<file path="src/logic/isp_pkg.sv">
// Package for the interrupt source prioritizer: register map, field layout,
// sense encodings, vector numbers and the peripheral source table.
// Assumes one 100 MHz system clock domain and an 8-bit register port.
`default_nettype none

package isp_pkg;

   // ----------------------------------------------------------------------
   // Sizes
   // ----------------------------------------------------------------------
   localparam int NUM_LINES = 6;
   localparam int NUM_PERIPH = 45;
   localparam int NUM_PRIO_REGS = 10;
   localparam int PRIO_W = 3;

   // ----------------------------------------------------------------------
   // Register offsets on the 8-bit register port
   // ----------------------------------------------------------------------
   localparam logic [7:0] ADDR_SYS_CTRL = 8'h00;
   localparam logic [7:0] ADDR_SENSE_LO = 8'h01;
   localparam logic [7:0] ADDR_SENSE_HI = 8'h02;
   localparam logic [7:0] ADDR_ENABLE = 8'h03;
   localparam logic [7:0] ADDR_STATUS = 8'h04;
   localparam logic [7:0] ADDR_PRIO_BASE = 8'h10;
   localparam logic [7:0] ADDR_PRIO_LAST = 8'h19;

   // ----------------------------------------------------------------------
   // Field layout and reset values
   // ----------------------------------------------------------------------
   localparam int SYS_EDGE_BIT = 0;
   localparam int SYS_MODE_BIT = 1;
   localparam logic [7:0] SYS_CTRL_MASK = 8'h03;
   localparam logic [7:0] SYS_CTRL_RESET = 8'h00;
   localparam logic [7:0] SENSE_RESET = 8'h00;
   localparam logic [7:0] ENABLE_MASK = 8'h3F;
   localparam logic [7:0] STATUS_MASK = 8'h3F;
   localparam logic [7:0] PRIO_REG_MASK = 8'h77;
   localparam logic [7:0] PRIO_REG_RESET = 8'h77;
   localparam int PRIO_HI_LSB = 4;
   localparam int PRIO_LO_LSB = 0;
   localparam logic [7:0] READ_IDLE = 8'h00;

   // ----------------------------------------------------------------------
   // Sense encodings
   // ----------------------------------------------------------------------
   localparam logic [1:0] SENSE_LOW = 2'h0;
   localparam logic [1:0] SENSE_FALL = 2'h1;
   localparam logic [1:0] SENSE_RISE = 2'h2;
   localparam logic [1:0] SENSE_BOTH = 2'h3;

   // ----------------------------------------------------------------------
   // Vectors and levels
   // ----------------------------------------------------------------------
   localparam logic [7:0] VEC_NMI = 8'h07;
   localparam logic [7:0] VEC_LINE0 = 8'h10;
   localparam logic [2:0] NMI_LEVEL = 3'h7;
   localparam logic [2:0] DEFAULT_LEVEL = 3'h0;

   // Priority field index: register index times two, plus one for bits 2-0
   localparam logic [4:0] LINE_FIELD [NUM_LINES] = '{5'h00, 5'h01, 5'h02, 5'h02, 5'h03, 5'h03};

   // Peripheral sources in ascending vector order; the index is the port bit
   localparam logic [7:0] PERIPH_VEC [NUM_PERIPH] = '{
      8'h19, 8'h1C, 8'h1D,
      8'h20, 8'h21, 8'h22, 8'h23, 8'h24, 8'h28, 8'h29, 8'h2A, 8'h2B,
      8'h2C, 8'h2D, 8'h2E, 8'h2F, 8'h30, 8'h31, 8'h32, 8'h33, 8'h34,
      8'h38, 8'h39, 8'h3A, 8'h3B, 8'h3C, 8'h3D, 8'h3E, 8'h3F,
      8'h50, 8'h51, 8'h52, 8'h53, 8'h54, 8'h55, 8'h56, 8'h57,
      8'h58, 8'h59, 8'h5A, 8'h5B, 8'h68, 8'h69, 8'h6A, 8'h6B};
   localparam logic [4:0] PERIPH_FIELD [NUM_PERIPH] = '{
      5'h04, 5'h07, 5'h07,
      5'h08, 5'h08, 5'h08, 5'h08, 5'h08, 5'h09, 5'h09, 5'h09, 5'h09,
      5'h0A, 5'h0A, 5'h0A, 5'h0A, 5'h0B, 5'h0B, 5'h0B, 5'h0B, 5'h0B,
      5'h0C, 5'h0C, 5'h0C, 5'h0C, 5'h0D, 5'h0D, 5'h0D, 5'h0D,
      5'h0F, 5'h0F, 5'h0F, 5'h0F, 5'h10, 5'h10, 5'h10, 5'h10,
      5'h11, 5'h11, 5'h11, 5'h11, 5'h12, 5'h12, 5'h12, 5'h12};

   // ----------------------------------------------------------------------
   // Carrier to the processor core
   // ----------------------------------------------------------------------
   typedef struct packed {
      logic valid;
      logic nmi;
      logic [7:0] vector;
      logic [15:0] table_addr;
      logic [2:0] level;
   } isp_grant_t;

   // Table entry address: vector number times four
   function automatic logic [15:0] vec_addr(input logic [7:0] vec);
      vec_addr = {6'h00, vec, 2'h0};
   endfunction

endpackage

`default_nettype wire

</file>
<file path="src/logic/isp_pin_sense.sv">
// One external request pin: two-stage synchroniser, previous-sample register
// and the sense decoder. Assumes the pin is asynchronous to sys_clk.
`default_nettype none

module isp_pin_sense (
   input wire logic sys_clk,
   input wire logic srst,
   input wire logic pin,
   input wire logic [1:0] sense,
   output logic hit,
   output logic pin_high
);

   logic meta_reg;
   logic sync_reg;
   logic prev_reg;

   // ----------------------------------------------------------------------
   // Synchroniser; idle high so the release of reset makes no false edge
   // ----------------------------------------------------------------------
   always_ff @(posedge sys_clk) begin
      if (srst) begin
         meta_reg <= 1'b1;
         sync_reg <= 1'b1;
         prev_reg <= 1'b1;
      end else begin
         meta_reg <= pin;
         sync_reg <= meta_reg;
         prev_reg <= sync_reg;
      end
   end

   // ----------------------------------------------------------------------
   // Sense decode
   // ----------------------------------------------------------------------
   always_comb begin
      case (sense)
         isp_pkg::SENSE_LOW: hit = ~sync_reg;
         isp_pkg::SENSE_FALL: hit = prev_reg & ~sync_reg;
         isp_pkg::SENSE_RISE: hit = ~prev_reg & sync_reg;
         isp_pkg::SENSE_BOTH: hit = prev_reg ^ sync_reg;
         default: hit = 1'b0;
      endcase
   end

   assign pin_high = sync_reg;

endmodule

`default_nettype wire

</file>
<file path="src/logic/isp_interrupt_prioritizer.sv">
// Interrupt source prioritizer: external pin detection, request flags,
// programmable priority ranking and the vector offered to the processor.
// Assumes the core and the peripherals run on sys_clk; pins are asynchronous.
//
// Behaviour
// - Seven external sources, non-maskable plus six lines, each can wake standby.
// - Non-maskable request ranks highest and ignores mode and processor mask.
// - A control bit picks rising or falling edge for the non-maskable pin.
// - Each line selects low level, falling, rising or both edges.
// - A line whose enable bit is clear is never offered to the core.
// - Each line has a status flag that software can clear to zero.
// - Line detection ignores whether the pin is set as input or output.
// - A peripheral requests only while its flag and enable are both one.
// - Lines and peripheral modules each have a programmable priority field.
// - By default a lower vector number ranks above a higher one.
// - Equal programmed levels are resolved by default vector order.
// - Sources inside one module rank by fixed vector order only.
// - Non-maskable is vector 7; lines are vectors 16 to 21.
// - Line 0 and 1 use register A fields; 2-3 and 4-5 share register B.
// - Peripheral sources use their listed vectors and priority fields.
// - Vectors 22, 23 and 111 carry no source.
// - Each table entry gives only the low 16 bits of the routine address.
// - Sense field codes 00 low, 01 falling, 10 rising, 11 both; reset zero.
// - Flag sets on its sense event, clears by read-one-write-zero or handling.
// - In level mode a request is taken only above the processor mask level.
//
// Strobed register access and the address map were decided locally.
`default_nettype none

module isp_interrupt_prioritizer (
   input wire logic sys_clk,
   input wire logic srst,
   input wire logic nmi_pin,
   input wire logic [5:0] irq_pin_n,
   input wire logic [44:0] periph_flag,
   input wire logic [44:0] periph_enable,
   input wire logic cpu_i_bit,
   input wire logic [2:0] cpu_mask_level,
   input wire logic cpu_ack,
   input wire logic [7:0] cpu_ack_vector,
   input wire logic [7:0] reg_addr,
   input wire logic [7:0] reg_wdata,
   input wire logic reg_wr,
   input wire logic reg_rd,
   output logic [7:0] reg_rdata,
   output isp_pkg::isp_grant_t grant,
   output logic standby_wake
);

   // ----------------------------------------------------------------------
   // Declarations
   // ----------------------------------------------------------------------
   logic [7:0] system_control_reg;
   logic [7:0] sense_lo_reg;
   logic [7:0] sense_hi_reg;
   logic [5:0] request_enable_reg;
   logic [5:0] request_status_reg;
   logic [5:0] request_status_next;
   logic [5:0] read_armed_reg;

   logic nmi_pending_reg;
   logic [7:0] priority_level_reg [isp_pkg::NUM_PRIO_REGS];

   logic [7:0] reg_rdata_reg;
   isp_pkg::isp_grant_t grant_reg;
   isp_pkg::isp_grant_t grant_next;
   logic standby_wake_reg;

   logic [11:0] request_sense_control;
   logic nonmaskable_edge_select;
   logic level_mode;
   logic [1:0] nmi_sense;

   logic nmi_hit;
   logic [5:0] line_hit;
   logic [5:0] line_high;
   logic [5:0] line_forward;

   logic [5:0] sw_clear;
   logic [5:0] ack_clear;
   logic [44:0] periph_req;

   logic [7:0] read_value;
   logic status_write;

   // ----------------------------------------------------------------------
   // Helpers
   // ----------------------------------------------------------------------
   // Priority level of a field; in default mode every level is equal so only
   // vector order ranks
   function automatic logic [2:0] field_level(input logic [7:0] r, input logic lo_half,
                                              input logic prog);
      logic [2:0] lvl;
      lvl = lo_half ? r[isp_pkg::PRIO_LO_LSB +: isp_pkg::PRIO_W]
                    : r[isp_pkg::PRIO_HI_LSB +: isp_pkg::PRIO_W];

      field_level = prog ? lvl : isp_pkg::DEFAULT_LEVEL;
   endfunction

   function automatic logic [1:0] line_sense(input logic [11:0] ctl, input int n);
      line_sense = ctl[2*n +: 2];
   endfunction

   // ----------------------------------------------------------------------
   // Control decode
   // ----------------------------------------------------------------------
   assign request_sense_control = {sense_hi_reg[3:0], sense_lo_reg};
   assign nonmaskable_edge_select = system_control_reg[isp_pkg::SYS_EDGE_BIT];
   assign level_mode = system_control_reg[isp_pkg::SYS_MODE_BIT];

   // Only the two edge codes make sense for this pin
   assign nmi_sense = nonmaskable_edge_select ? isp_pkg::SENSE_RISE
                                              : isp_pkg::SENSE_FALL;

   assign status_write = reg_wr && (reg_addr == isp_pkg::ADDR_STATUS);

   // ----------------------------------------------------------------------
   // Pin detection
   // ----------------------------------------------------------------------
   // The pads feed the detectors whatever their direction setting, so
   // driving the pin as an output still raises requests
   isp_pin_sense u_nmi_sense (
      .sys_clk(sys_clk),
      .srst(srst),
      .pin(nmi_pin),
      .sense(nmi_sense),
      .hit(nmi_hit),
      .pin_high()
   );

   for (genvar n = 0; n < isp_pkg::NUM_LINES; n++) begin : g_line
      isp_pin_sense u_line_sense (
         .sys_clk(sys_clk),
         .srst(srst),
         .pin(irq_pin_n[n]),
         .sense(line_sense(request_sense_control, n)),
         .hit(line_hit[n]),
         .pin_high(line_high[n])
      );
   end

   // ----------------------------------------------------------------------
   // Register writes
   // ----------------------------------------------------------------------
   always_ff @(posedge sys_clk) begin
      if (srst) begin
         system_control_reg <= isp_pkg::SYS_CTRL_RESET;
         sense_lo_reg <= isp_pkg::SENSE_RESET;
         sense_hi_reg <= isp_pkg::SENSE_RESET;
         request_enable_reg <= '0;
      end else if (reg_wr) begin
         case (reg_addr)
            isp_pkg::ADDR_SYS_CTRL: system_control_reg <= reg_wdata & isp_pkg::SYS_CTRL_MASK;
            isp_pkg::ADDR_SENSE_LO: sense_lo_reg <= reg_wdata;
            isp_pkg::ADDR_SENSE_HI: sense_hi_reg <= {4'h0, reg_wdata[3:0]};
            isp_pkg::ADDR_ENABLE: request_enable_reg <= reg_wdata[5:0];
            default: ;
         endcase
      end
   end

   always_ff @(posedge sys_clk) begin
      if (srst) begin
         for (int i = 0; i < isp_pkg::NUM_PRIO_REGS; i++) begin
            priority_level_reg[i] <= isp_pkg::PRIO_REG_RESET;
         end
      end else if (reg_wr && reg_addr >= isp_pkg::ADDR_PRIO_BASE &&
                   reg_addr <= isp_pkg::ADDR_PRIO_LAST) begin
         priority_level_reg[4'(reg_addr - isp_pkg::ADDR_PRIO_BASE)] <=
            reg_wdata & isp_pkg::PRIO_REG_MASK;
      end
   end

   // ----------------------------------------------------------------------
   // Line status flags
   // ----------------------------------------------------------------------
   // A zero write clears only flags seen as one by an earlier read, so a
   // request arriving between the read and the write survives
   always_comb begin
      for (int n = 0; n < isp_pkg::NUM_LINES; n++) begin
         sw_clear[n] = status_write && read_armed_reg[n] && !reg_wdata[n];

         // Level sense clears on handling only once the pin is back high
         ack_clear[n] = cpu_ack && (cpu_ack_vector == isp_pkg::VEC_LINE0 + 8'(n)) &&
                        (line_sense(request_sense_control, n) != isp_pkg::SENSE_LOW ||
                         line_high[n]);
      end

      // Set wins over any clear in the same cycle
      request_status_next = (request_status_reg & ~(sw_clear | ack_clear)) |
                            line_hit;
   end

   always_ff @(posedge sys_clk) begin
      if (srst) begin
         request_status_reg <= '0;
      end else begin
         request_status_reg <= request_status_next;
      end
   end

   always_ff @(posedge sys_clk) begin
      if (srst) begin
         read_armed_reg <= '0;
      end else if (reg_rd && reg_addr == isp_pkg::ADDR_STATUS) begin
         read_armed_reg <= request_status_reg;
      end else if (status_write) begin
         read_armed_reg <= '0;
      end
   end

   // Non-maskable request stays pending until its own vector is handled
   always_ff @(posedge sys_clk) begin
      if (srst) begin
         nmi_pending_reg <= 1'b0;
      end else if (nmi_hit) begin
         nmi_pending_reg <= 1'b1;
      end else if (cpu_ack && cpu_ack_vector == isp_pkg::VEC_NMI) begin
         nmi_pending_reg <= 1'b0;
      end
   end

   // ----------------------------------------------------------------------
   // Request qualification
   // ----------------------------------------------------------------------
   assign line_forward = request_status_reg & request_enable_reg;
   assign periph_req = periph_flag & periph_enable;

   // ----------------------------------------------------------------------
   // Ranking
   // ----------------------------------------------------------------------
   // Candidates are scanned in ascending vector order and only a strictly
   // higher level displaces the holder, so ties fall to the lower vector
   always_comb begin
      logic [2:0] lvl;
      logic [4:0] fld;
      lvl = isp_pkg::DEFAULT_LEVEL;
      fld = '0;
      grant_next = '0;

      for (int n = 0; n < isp_pkg::NUM_LINES; n++) begin
         fld = isp_pkg::LINE_FIELD[n];
         lvl = field_level(priority_level_reg[fld[4:1]], fld[0], level_mode);
         if (line_forward[n] && (!grant_next.valid || lvl > grant_next.level)) begin
            grant_next.valid = 1'b1;
            grant_next.vector = isp_pkg::VEC_LINE0 + 8'(n);
            grant_next.level = lvl;
         end
      end
      for (int p = 0; p < isp_pkg::NUM_PERIPH; p++) begin
         fld = isp_pkg::PERIPH_FIELD[p];
         lvl = field_level(priority_level_reg[fld[4:1]], fld[0], level_mode);
         if (periph_req[p] && (!grant_next.valid || lvl > grant_next.level)) begin
            grant_next.valid = 1'b1;
            grant_next.vector = isp_pkg::PERIPH_VEC[p];
            grant_next.level = lvl;
         end
      end

      // Maskable winner is offered only if the processor mask lets it in
      if (level_mode) begin
         grant_next.valid = grant_next.valid && (grant_next.level > cpu_mask_level);
      end else begin
         grant_next.valid = grant_next.valid && !cpu_i_bit;
      end

      if (nmi_pending_reg) begin
         grant_next.valid = 1'b1;
         grant_next.nmi = 1'b1;
         grant_next.vector = isp_pkg::VEC_NMI;
         grant_next.level = isp_pkg::NMI_LEVEL;
      end

      if (!grant_next.valid) begin
         grant_next.vector = '0;
         grant_next.level = '0;
      end

      grant_next.table_addr = isp_pkg::vec_addr(grant_next.vector);
   end

   // An offer in flight is dropped in the cycle its vector is acknowledged,
   // so the core never sees a stale repeat of a source it just took
   always_ff @(posedge sys_clk) begin
      if (srst) begin
         grant_reg <= '0;
      end else if (cpu_ack && grant_reg.valid && cpu_ack_vector == grant_reg.vector) begin
         grant_reg <= '0;
      end else begin
         grant_reg <= grant_next;
      end
   end

   // ----------------------------------------------------------------------
   // Standby wake
   // ----------------------------------------------------------------------
   // Enabled line requests and the non-maskable pin wake the device; the
   // pin path needs the clock running, so standby must keep sys_clk alive
   always_ff @(posedge sys_clk) begin
      if (srst) begin
         standby_wake_reg <= 1'b0;
      end else begin
         standby_wake_reg <= nmi_pending_reg || (|line_forward);
      end
   end

   // ----------------------------------------------------------------------
   // Register reads
   // ----------------------------------------------------------------------
   always_comb begin
      read_value = isp_pkg::READ_IDLE;
      case (reg_addr)
         isp_pkg::ADDR_SYS_CTRL: read_value = system_control_reg;
         isp_pkg::ADDR_SENSE_LO: read_value = sense_lo_reg;
         isp_pkg::ADDR_SENSE_HI: read_value = sense_hi_reg;
         isp_pkg::ADDR_ENABLE: read_value = {2'h0, request_enable_reg};
         isp_pkg::ADDR_STATUS: read_value = {2'h0, request_status_reg};
         default: begin
            if (reg_addr >= isp_pkg::ADDR_PRIO_BASE && reg_addr <= isp_pkg::ADDR_PRIO_LAST) begin
               read_value = priority_level_reg[4'(reg_addr - isp_pkg::ADDR_PRIO_BASE)];
            end
         end
      endcase
   end

   // Read data stands only in the cycle after the strobe
   always_ff @(posedge sys_clk) begin
      if (srst) begin
         reg_rdata_reg <= isp_pkg::READ_IDLE;
      end else if (reg_rd) begin
         reg_rdata_reg <= read_value;
      end else begin
         reg_rdata_reg <= isp_pkg::READ_IDLE;
      end
   end

   assign reg_rdata = reg_rdata_reg;
   assign grant = grant_reg;
   assign standby_wake = standby_wake_reg;

endmodule

`default_nettype wire

</file>
<file path="config.mk">
export PLATFORM = sky130hd
export DESIGN_NAME = isp_interrupt_prioritizer
export DESIGN_NICKNAME = d
export VERILOG_FILES = /design/src/logic/isp_pkg.sv /design/src/logic/isp_pin_sense.sv /design/src/logic/isp_interrupt_prioritizer.sv
export SDC_FILE = /design/constraint.sdc
export NUM_CORES = 1
export LEC_CHECK = 0
export ABC_AREA = 1
export BUFFER_PORTS_ARGS = -buffer_cell sky130_fd_sc_hd__buf_2
export CORE_MARGIN = 4
export CORE_UTILIZATION = 45
export CTS_BUF_LIST = sky130_fd_sc_hd__clkbuf_4
export CTS_CLUSTER_SIZE = 8
export DETAILED_ROUTE_END_ITERATION = 7
export PLACE_DENSITY = 0.62
export SYNTH_ARGS = -nofsm -noshare
export SYNTH_HDL_FRONTEND = slang
export SYNTH_SLANG_ARGS = --single-unit
</file>
<file path="constraint.sdc">
create_clock -name sys_clk -period 70.3 [get_ports sys_clk]
set_input_delay 14.06 -clock sys_clk [delete_from_list [all_inputs] [get_ports sys_clk]]
set_output_delay 14.06 -clock sys_clk [all_outputs]
set_load 0.005 [all_outputs]
</file>
==> results by group, run 1 <==
Timing
  • Period minus WS final: 63980 ps
  • Setup WS post-layout: 6321 ps
  • WHS: 414.1 ps
  • Final Cycle Share: 0.9101
  • Final slew viol count: 0
  • Slew @ Worst Pin: 1281 ps
  • # setup viols final: 0
  • Fmax: 15.63 MHz
  • Worst clock skew: 19.42 ps
  • Final hold viol count: 0
  • Slew HR: 0.1397

Routing
  • WL per Instance: 14.59 µm
  • Vias per cell: 5.249
  • Via total after detailed routing: 12950
  • Initial drt markers: 889
  • Drt first pass iters: 5
  • Routed Antenna Nets: 0
  • WL final: 35.99 mm
  • DRC: 0

Clock network
  • CTS tree: built
  • Num CTS Buffers: 17
  • Max H-tree Level: 4
  • Root buf cell: clkbuf_4
  • Worst-Skew Late Latency: 540 ps
  • Longest Clk Path Bufs: 2
  • Clock sink count: 136
  • CTS clock-pin slew for the worst setup and hold paths: 120 ps

Floorplan
  • DIE AREA: 32190 µm²
  • Initial Utilization: 0.4582
  • # rows: 62
  • Die Wd: 179.4 µm
  • Core ar.: 28860 µm²
  • Die height: 179.4 µm
  • IO Count: 168

Hold path
  • HP Class: flip-flop to flip-flop

Setup path
  • Crit Path Class: input pin to flip-flop
  • Worst EP arrival: 64420 ps
  • Slowest library cell on the worst path: ha_1
  • Startpoint Class: input pin
  • CP endpoint kind: flip-flop
  • CP Buf/Inv Count: 36
  • Slowest stage delay, CP: 330 ps
  • CP dominant cell by count: nand2_1
  • Crit-path leading delay family: simple AND/OR/NAND/NOR gates
  • CP Data Required Time: 70740 ps
  • Crit path max fanout: 10

Logic synthesis
  • Post-synth EDFFs: 61
  • Synth area leader: nand2_1
  • Async set or reset register ratio after synthesis: 0
  • Top cell type's share of synthesized area: 0.1638
  • Sequential area share after synthesis: 0.2521
  • Main synth FF type: dfxtp_1
  • Mapped Area: 13220 µm²
  • Syn avg cell area: 6.905 µm²
  • Synth area leaders: nand2_1, ha_1, edfxtp_1, dfxtp_1, o21ai_0
  • Ys Warns: 0
  • Synthesized instance count: 1915
  • Count of cell types in the netlist: 61
  • Yosys reg bits: 136

GRT
  • GRT overflow: 0
  • Initial antenna violation count: 1
  • GRT Resource Usage Total: 0.2154
  • Largest net degree at the start of global routing: 39
  • First-pass GRT wire length: 59.11 mm
  • Vias in the first global route: 12307

Final layout
  • Final Util: 0.5116
  • Final instance area: 14760 µm²
  • Max reg flops: 61
  • FILL cells: 2982
  • Final nets: 2364
  • Layout cells sized above 1: 0.1835
  • P&R area growth vs syn: 11.65%

Placement
  • Final Wtd Congestion: 0.8996
  • Dpl hpwl: 29.40 mm
  • Port Buf Inserts: 157
  • Dpl ws: 4746 ps
  • DP Area: 14330 µm²

Pwr
  • Switch share: 0.5205
  • Psw: 266.5 µW
  • Flop pwr share: 0.176
  • Peak VDD IR: 0.00002659 V
  • Leak: 0.007418 µW
  • Total power: 512.1 µW
  • Internal power: 245.5 µW
  • Logic pwr share: 0.714
  • Pwr/cell area: 34.69 nW/µm²
  • Clock power frac: 0.109

Run
  • Max-Cap Viols: 0

Outcome
  • Status: complete, no violations
what timing repair did:
action / CTS / global route
endpoints found under the hold margin: 0 / 0
gates resized for setup: 0 / 23
setup buffers: 0 / 4
hold buffers: 0 / 0
endpoints found under the setup margin: 0 / 11
layout by cell type, fill, tap and decap left out, drive strengths merged, types with 4 or more instances in the layout:
cell type	synthesis	final
dfxtp	75	75
conb	1	11
nand2	653	653
buf	20	163
ha	165	165
a21oi	123	123
clkinv	8	10
edfxtp	61	61
o31ai	4	4
a211oi	9	9
or2	18	18
o22ai	16	16
nand3	127	127
o21ai	183	183
a31oi	11	11
inv	218	224
nand4	30	30
nor3	18	18
a32oi	4	4
nor2	113	113
o211ai	8	8
a41oi	4	4
clkbuf	18	19
metal layers:
metal	wire, µm	global-route usage	part of all wire
met5	0	0	0
met4	704	0.04694	0.020
met3	1865	0.03820	0.052
met2	16090	0.3591	0.45
met1	17330	0.2938	0.48
final timing paths:
| check | startpoint | end | slack (ps) | depth (start not counted) |
|---|---|---|---|---|
| max | periph_enable[0] | grant[2] | 6320 | 412 |
| min | u_nmi_sense.meta_reg | u_nmi_sense.pin_high | 410 | 1 |
| max reg2reg | request_status_reg[0] | grant[2] | 13420 | 462 |
| min reg2reg | u_nmi_sense.meta_reg | u_nmi_sense.pin_high | 410 | 1 |
power groups by stage:
stage                     logic [µW]  clock network, µW  registers [µW]
after floorplan                  282                  0            90.7
after global placement           349                  0            92.0
after detailed placement         356                  0            92.1
after CTS                        358               57.1            90.4
after global routing             419               60.4            90.8
final                            366               56.0            90.3
layout make-up:
class | count | area, µm² | share of cell area
Clock inverter | 13 | 170.2 | 0.01153
Timing Repair Buffer | 163 | 830.8 | 0.05628
Multi-Input combinational cell | 1525 | 8934 | 0.6051
Inverter | 226 | 868.3 | 0.05882
Clock buffer | 19 | 142.6 | 0.009662
Sequential cell | 136 | 3334 | 0.2259
Tap cell | 384 | 480.5 | 0.03255
Antenna cell | 1 | 2.502 | 0.0001695
cells by family after synthesis:
group | count (synthesis) | synth area share
AOI/OAI and AO/OA | 380 | 0.1674
adders and majority gates | 165 | 0.1561
xor gates and xnor gates | 4 | 0.002650
and+or+nand+nor | 965 | 0.3394
other | 1 | 0.0002836
buffers and inverters | 264 | 0.08204
DFF | 136 | 0.2521
per-stage QoR:
stage | instances | TNS (ps)
finish | 2467 | 0
global route | 2467 | -72.99
CTS | 2462 | 0
detailed placement | 2430 | 0
global placement | 2430 | 0
floorplan | 1925 | 0
synth_stat cells (18+ instances only):
master,number
a21oi_1,117
nand4_1,21
nor2_1,99
nand3_1,114
or2_2,18
nand2_1,577
inv_1,201
o21ai_0,163
ha_1,165
nand2_4,19
nand2_2,57
edfxtp_1,61
dfxtp_1,75
clkbuf_1,18
No activity file was read; power rests on OpenSTA's default activity.
==> inputs of run 2 (changes only) <==
--- a/config.mk
+++ b/config.mk
@@ -10,9 +10,11 @@
 export CORE_MARGIN = 4
 export CORE_UTILIZATION = 45
 export CTS_BUF_LIST = sky130_fd_sc_hd__clkbuf_4
+export CTS_CLUSTER_DIAMETER = 150
 export CTS_CLUSTER_SIZE = 8
 export DETAILED_ROUTE_END_ITERATION = 7
 export PLACE_DENSITY = 0.62
+export RECOVER_POWER = 25
 export SYNTH_ARGS = -nofsm -noshare
 export SYNTH_HDL_FRONTEND = slang
 export SYNTH_SLANG_ARGS = --single-unit
==> results by group, run 2 (synthesis gave the netlist of run 1 again) <==
Outcome
  • Status: complete, but fails checks
  • Failing checks: capacitance limit, slew limit

Setup path
  • Startpoint Class: input pin
  • Crit Path Class: input pin to flip-flop
  • CP Data Required Time: 70750 ps
  • CP dominant cell by count: nand2_1
  • CP endpoint kind: flip-flop
  • Slowest stage delay, CP: 330 ps
  • Slowest library cell on the worst path: ha_1
  • Worst EP arrival: 64420 ps
  • Crit path max fanout: 10

Timing
  • Final hold viol count: 0
  • Worst clock skew: 18.45 ps
  • Period minus WS final: 63970 ps
  • Fmax: 15.63 MHz
  • # setup viols final: 0
  • Final slew viol count: 36
  • Setup WS post-layout: 6334 ps
  • Slew HR: -0.01885
  • Slew @ Worst Pin: 1528 ps
  • Final Cycle Share: 0.9099
  • TNS Setup: 0 ps

Clock network
  • Root buf cell: clkbuf_4
  • Hold_buf cts: 0
  • Max H-tree Level: 4
  • CTS clock-pin slew for the worst setup and hold paths: 120 ps
  • Num CTS Buffers: 17
  • CTS tree: built
  • Clock sink count: 136
  • Longest Clk Path Bufs: 2
  • Worst-Skew Late Latency: 550 ps

Placement
  • DP Area: 14330 µm²
  • Dpl cells: 2430
  • Dpl hpwl: 29.40 mm
  • Final Wtd Congestion: 0.8996
  • Dpl ws: 4746 ps
  • Port Buf Inserts: 157

Routing
  • Vias per cell: 5.243
  • Via total after detailed routing: 12934
  • Routed Antenna Nets: 0
  • WL per Instance: 14.57 µm
  • Initial drt markers: 924
  • Drt first pass iters: 5
  • DRC: 0
  • WL final: 35.96 mm

GRT
  • GRT Resource Usage Total: 0.2154
  • Initial antenna violation count: 1
  • GRT overflow: 0
  • First-pass GRT wire length: 59.11 mm
  • Vias in the first global route: 12307
  • Largest net degree at the start of global routing: 39

Pwr
  • Leak: 0.007345 µW
  • Total power: 511.8 µW
  • Peak VDD IR: 0.00002647 V
  • Pwr/cell area: 34.73 nW/µm²

Floorplan
  • # rows: 62
  • Core ar.: 28860 µm²
  • DIE AREA: 32190 µm²
  • IO Count: 168
  • Die height: 179.4 µm
  • Initial Utilization: 0.4582
  • Die Wd: 179.4 µm

Final layout
  • Max reg flops: 61
  • Most frequent cells in the layout: nand2_1, inv_1, ha_1
  • Commonest non-fill, non-tap cell in the layout: nand2_1
  • P&R area growth vs syn: 11.46%
  • Final instance area: 14740 µm²
  • Final nets: 2364
  • Non-filler cells, final: 2467
  • Layout cells sized above 1: 0.1748

Run
  • Max-Cap Viols: 1

Hold path
  • HP Class: flip-flop to flip-flop
run 2: changes by cell type in the layout (fill, tap and decap cells not counted), sizes merged:
| cell | previous run | this run |
|---|---|---|
| buf | 163 | 145 |
| clkbuf | 19 | 37 |
run 2: worst paths after layout:
check                                      startpoint                    to  slack, ps  depth (start not counted)
worst max-delay path                 periph_enable[0]              grant[2]       6330                        412
worst min-delay path             u_nmi_sense.meta_reg  u_nmi_sense.pin_high        420                          1
worst max register to register  request_status_reg[0]              grant[2]      13430                        462
worst min register to register   u_nmi_sense.meta_reg  u_nmi_sense.pin_high        420                          1
run 2: through the flow:
stage | util | hold slack (ps)
2_1_floorplan | - | 389.5
3_3_place_gp | 0.4964 | 391.6
3_5_place_dp | 0.4964 | 392.3
4_1_cts | 0.5073 | 417.9
5_1_grt | 0.5107 | 445.6
6_report | 0.5107 | 416.0
run 2: what timing repair did:
item                       4_1_cts  5_1_grt
setup buffers                    0        4
setup endpoints to repair        0       11
gates resized for setup          0       23
run 2: layer usage:
| layer | vias to the layer above | global-route usage | wire [µm] |
|---|---|---|---|
| met1 | 5835 | 0.2938 | 17150 |
| li1 | 6742 | - | - |
| met2 | 304 | 0.3591 | 16060 |
| met4 | 0 | 0.04694 | 783 |
| met3 | 53 | 0.03820 | 1962 |
| met5 | - | 0 | 0 |
run 2: report_power, final:
group          switching [µW]  total [µW]  internal [µW]
registers                3.43        90.3           86.9
clock network            30.1        56.1           26.0
logic                     233         365            132
run 2: final cells by class:
cell class / count / area [µm²]
Inverter: 226 / 868.3
Antenna cell: 1 / 2.502
Fill cell: 2984 / 14120
Clock buffer: 19 / 142.6
Sequential cell: 136 / 3334
Multi-Input combinational cell: 1525 / 8934
Timing Repair Buffer: 163 / 805.8
Tap cell: 384 / 480.5
Clock inverter: 13 / 170.2
run 2: critical path: cells and delay by family:
family	cells	cell delay [ps]
compound gates	113	13670
fa+ha+maj	45	13760
buf+inv	36	2980
simple gates	218	19910
==> inputs of run 3 (changes only) <==
==> constraint.sdc (replaced) <==
create_clock -name sys_clk -period 70.3 [get_ports sys_clk]
set_input_delay 7.03 -clock sys_clk [delete_from_list [all_inputs] [get_ports sys_clk]]
set_output_delay 7.03 -clock sys_clk [all_outputs]
set_load 0.005 [all_outputs]
==> results by group, run 3 (synthesis gave the netlist of run 1 again) <==
Outcome
  • Status: complete, but fails checks
  • Failing checks: capacitance limit, slew limit

Final layout
  • Max reg flops: 61
  • Reg area: 3334 µm²
  • FILL cells: 2993
  • Most frequent cells in the layout: nand2_1, inv_1, ha_1
  • Multi-input logic area: 8842 µm²
  • Commonest non-fill, non-tap cell in the layout: nand2_1
  • Final nets: 2360
  • Layout cells sized above 1: 0.1660
  • P&R area growth vs syn: 10.83%

Setup path
  • CP dominant cell by count: nand2_1
  • Levels on crit path: 412
  • Slowest library cell on the worst path: a21oi_2
  • Crit Path Class: input pin to flip-flop
  • Slowest stage delay, CP: 350 ps
  • CP Buf/Inv Count: 37
  • CP Data Required Time: 70760 ps
  • CP endpoint kind: flip-flop
  • Startpoint Class: input pin
  • Worst EP arrival: 58560 ps
  • Crit path max fanout: 10
  • Path depth of the worst reg2reg path: 462
  • Crit-path leading delay family: simple AND/OR/NAND/NOR gates

Floorplan
  • IO Count: 168
  • Initial Utilization: 0.4582
  • Die height: 179.4 µm
  • DIE AREA: 32190 µm²
  • Die Wd: 179.4 µm
  • Core ar.: 28860 µm²
  • # rows: 62

Routing
  • Via total after detailed routing: 13014
  • Initial drt markers: 870
  • Drt first pass iters: 5
  • WL final: 36.31 mm
  • Routed Antenna Nets: 0
  • Vias per cell: 5.275
  • DRC: 0
  • WL per Instance: 14.72 µm

Timing
  • TNS Setup: 0 ps
  • Final hold viol count: 0
  • Final Cycle Share: 0.8265
  • Slew HR: -0.1731
  • Setup WS post-layout: 12200 ps
  • Final slew viol count: 40
  • Period minus WS final: 58100 ps
  • # setup viols final: 0
  • Unrepaired setup endpoints after global routing: false
  • Worst clock skew: 15.76 ps
  • Slew @ Worst Pin: 1760 ps
  • Fmax: 17.21 MHz

GRT
  • First-pass GRT wire length: 59.81 mm
  • GRT overflow: 0
  • GRT Resource Usage Total: 0.2179
  • Largest net degree at the start of global routing: 40
  • Initial antenna violation count: 1
  • Vias in the first global route: 12210

Hold path
  • HP Class: flip-flop to flip-flop
  • Min-Delay Path Depth: 1

Run
  • Max-Cap Viols: 1

Clock network
  • CTS clock-pin slew for the worst setup and hold paths: 120 ps
  • CTS tree: built
  • Clock sink count: 136
  • Post CTS Setup Buffer Count: 0
  • Hold_buf cts: 0
  • Num CTS Buffers: 17
  • Max H-tree Level: 4
  • Worst-Skew Late Latency: 550 ps
  • Longest Clk Path Bufs: 2
  • Post-cts resize count: 0
  • Root buf cell: clkbuf_4

Pwr
  • Pwr/cell area: 34.93 nW/µm²
  • Leak: 0.007306 µW
  • Peak VDD IR: 0.00003499 V

Placement
  • Port Buf Inserts: 157
  • Final Wtd Congestion: 0.9330
  • Dpl hpwl: 29.63 mm
  • Dpl ws: 11860 ps
==> run 3: cell types whose count changed in the layout (fill, tap and decap cells not counted), sizes merged <==
cell / delta
diode: +4
bufinv: +2
buf: -5
clkinv: +4
inv: -5
==> run 3: worst paths after layout <==
path / startpoint / endpoint / slack, ps
hold reg to reg: g_line[1].u_line_sense.meta_reg / g_line[1].u_line_sense.pin_high / 420
setup reg to reg: request_status_reg[0] / grant[2] / 12300
setup / recovery: periph_enable[0] / grant[2] / 12200
hold / removal: g_line[1].u_line_sense.meta_reg / g_line[1].u_line_sense.pin_high / 420
==> run 3: worst register-to-register path: cells and delay by family, from the launching register on <==
| family | cells | cell delay (ps) |
|---|---|---|
| AO/OA/AOI/OAI | 122 | 15080 |
| adder cells (fa/ha/maj) | 51 | 15560 |
| buffers and inverters | 39 | 3350 |
| flip-flops | 1 | 410 |
| AND/OR/NAND/NOR | 250 | 23540 |
==> run 3: cell type report <==
type	count	area share
Antenna cell	5	0.0008538
Multi-Input combinational cell	1525	0.6034
Sequential cell	136	0.2275
Clock inverter	14	0.01409
Timing Repair Buffer	159	0.05285
Clock buffer	18	0.009221
Tap cell	384	0.03279
Inverter	226	0.05926
==> run 3: stage by stage <==
| stage | instance area (µm²) | util | total power, µW | hold WS [ps] | std cells |
|---|---|---|---|---|---|
| CTS | 14670 | 0.5083 | 509.9 | 425.4 | 2462 |
| global route | 14650 | 0.5078 | 566.7 | 438.2 | 2467 |
| detailed placement | 14330 | 0.4964 | 447.9 | 395.5 | 2430 |
| global placement | 14330 | 0.4964 | 439.2 | 390.8 | 2430 |
| floorplan | 13260 | - | 372.3 | 389.5 | 1925 |
| finish | 14650 | 0.5078 | 511.8 | 423.9 | 2467 |
==> run 3: routing by layer <==
metal	GRT usage	share of wire	vias up
met2	0.3675	0.46	335
met1	0.3025	0.48	5899
met4	0.03688	0.012	0
met3	0.03173	0.052	32
met5	0	0	-
li1	-	-	6748
==> run 3: report_power, final <==
| group | total (µW) | switching (µW) | internal (µW) |
|---|---|---|---|
| Combinational | 360 | 231 | 130 |
| Clock | 61.2 | 29.3 | 31.9 |
| Sequential | 90.3 | 3.37 | 86.9 |
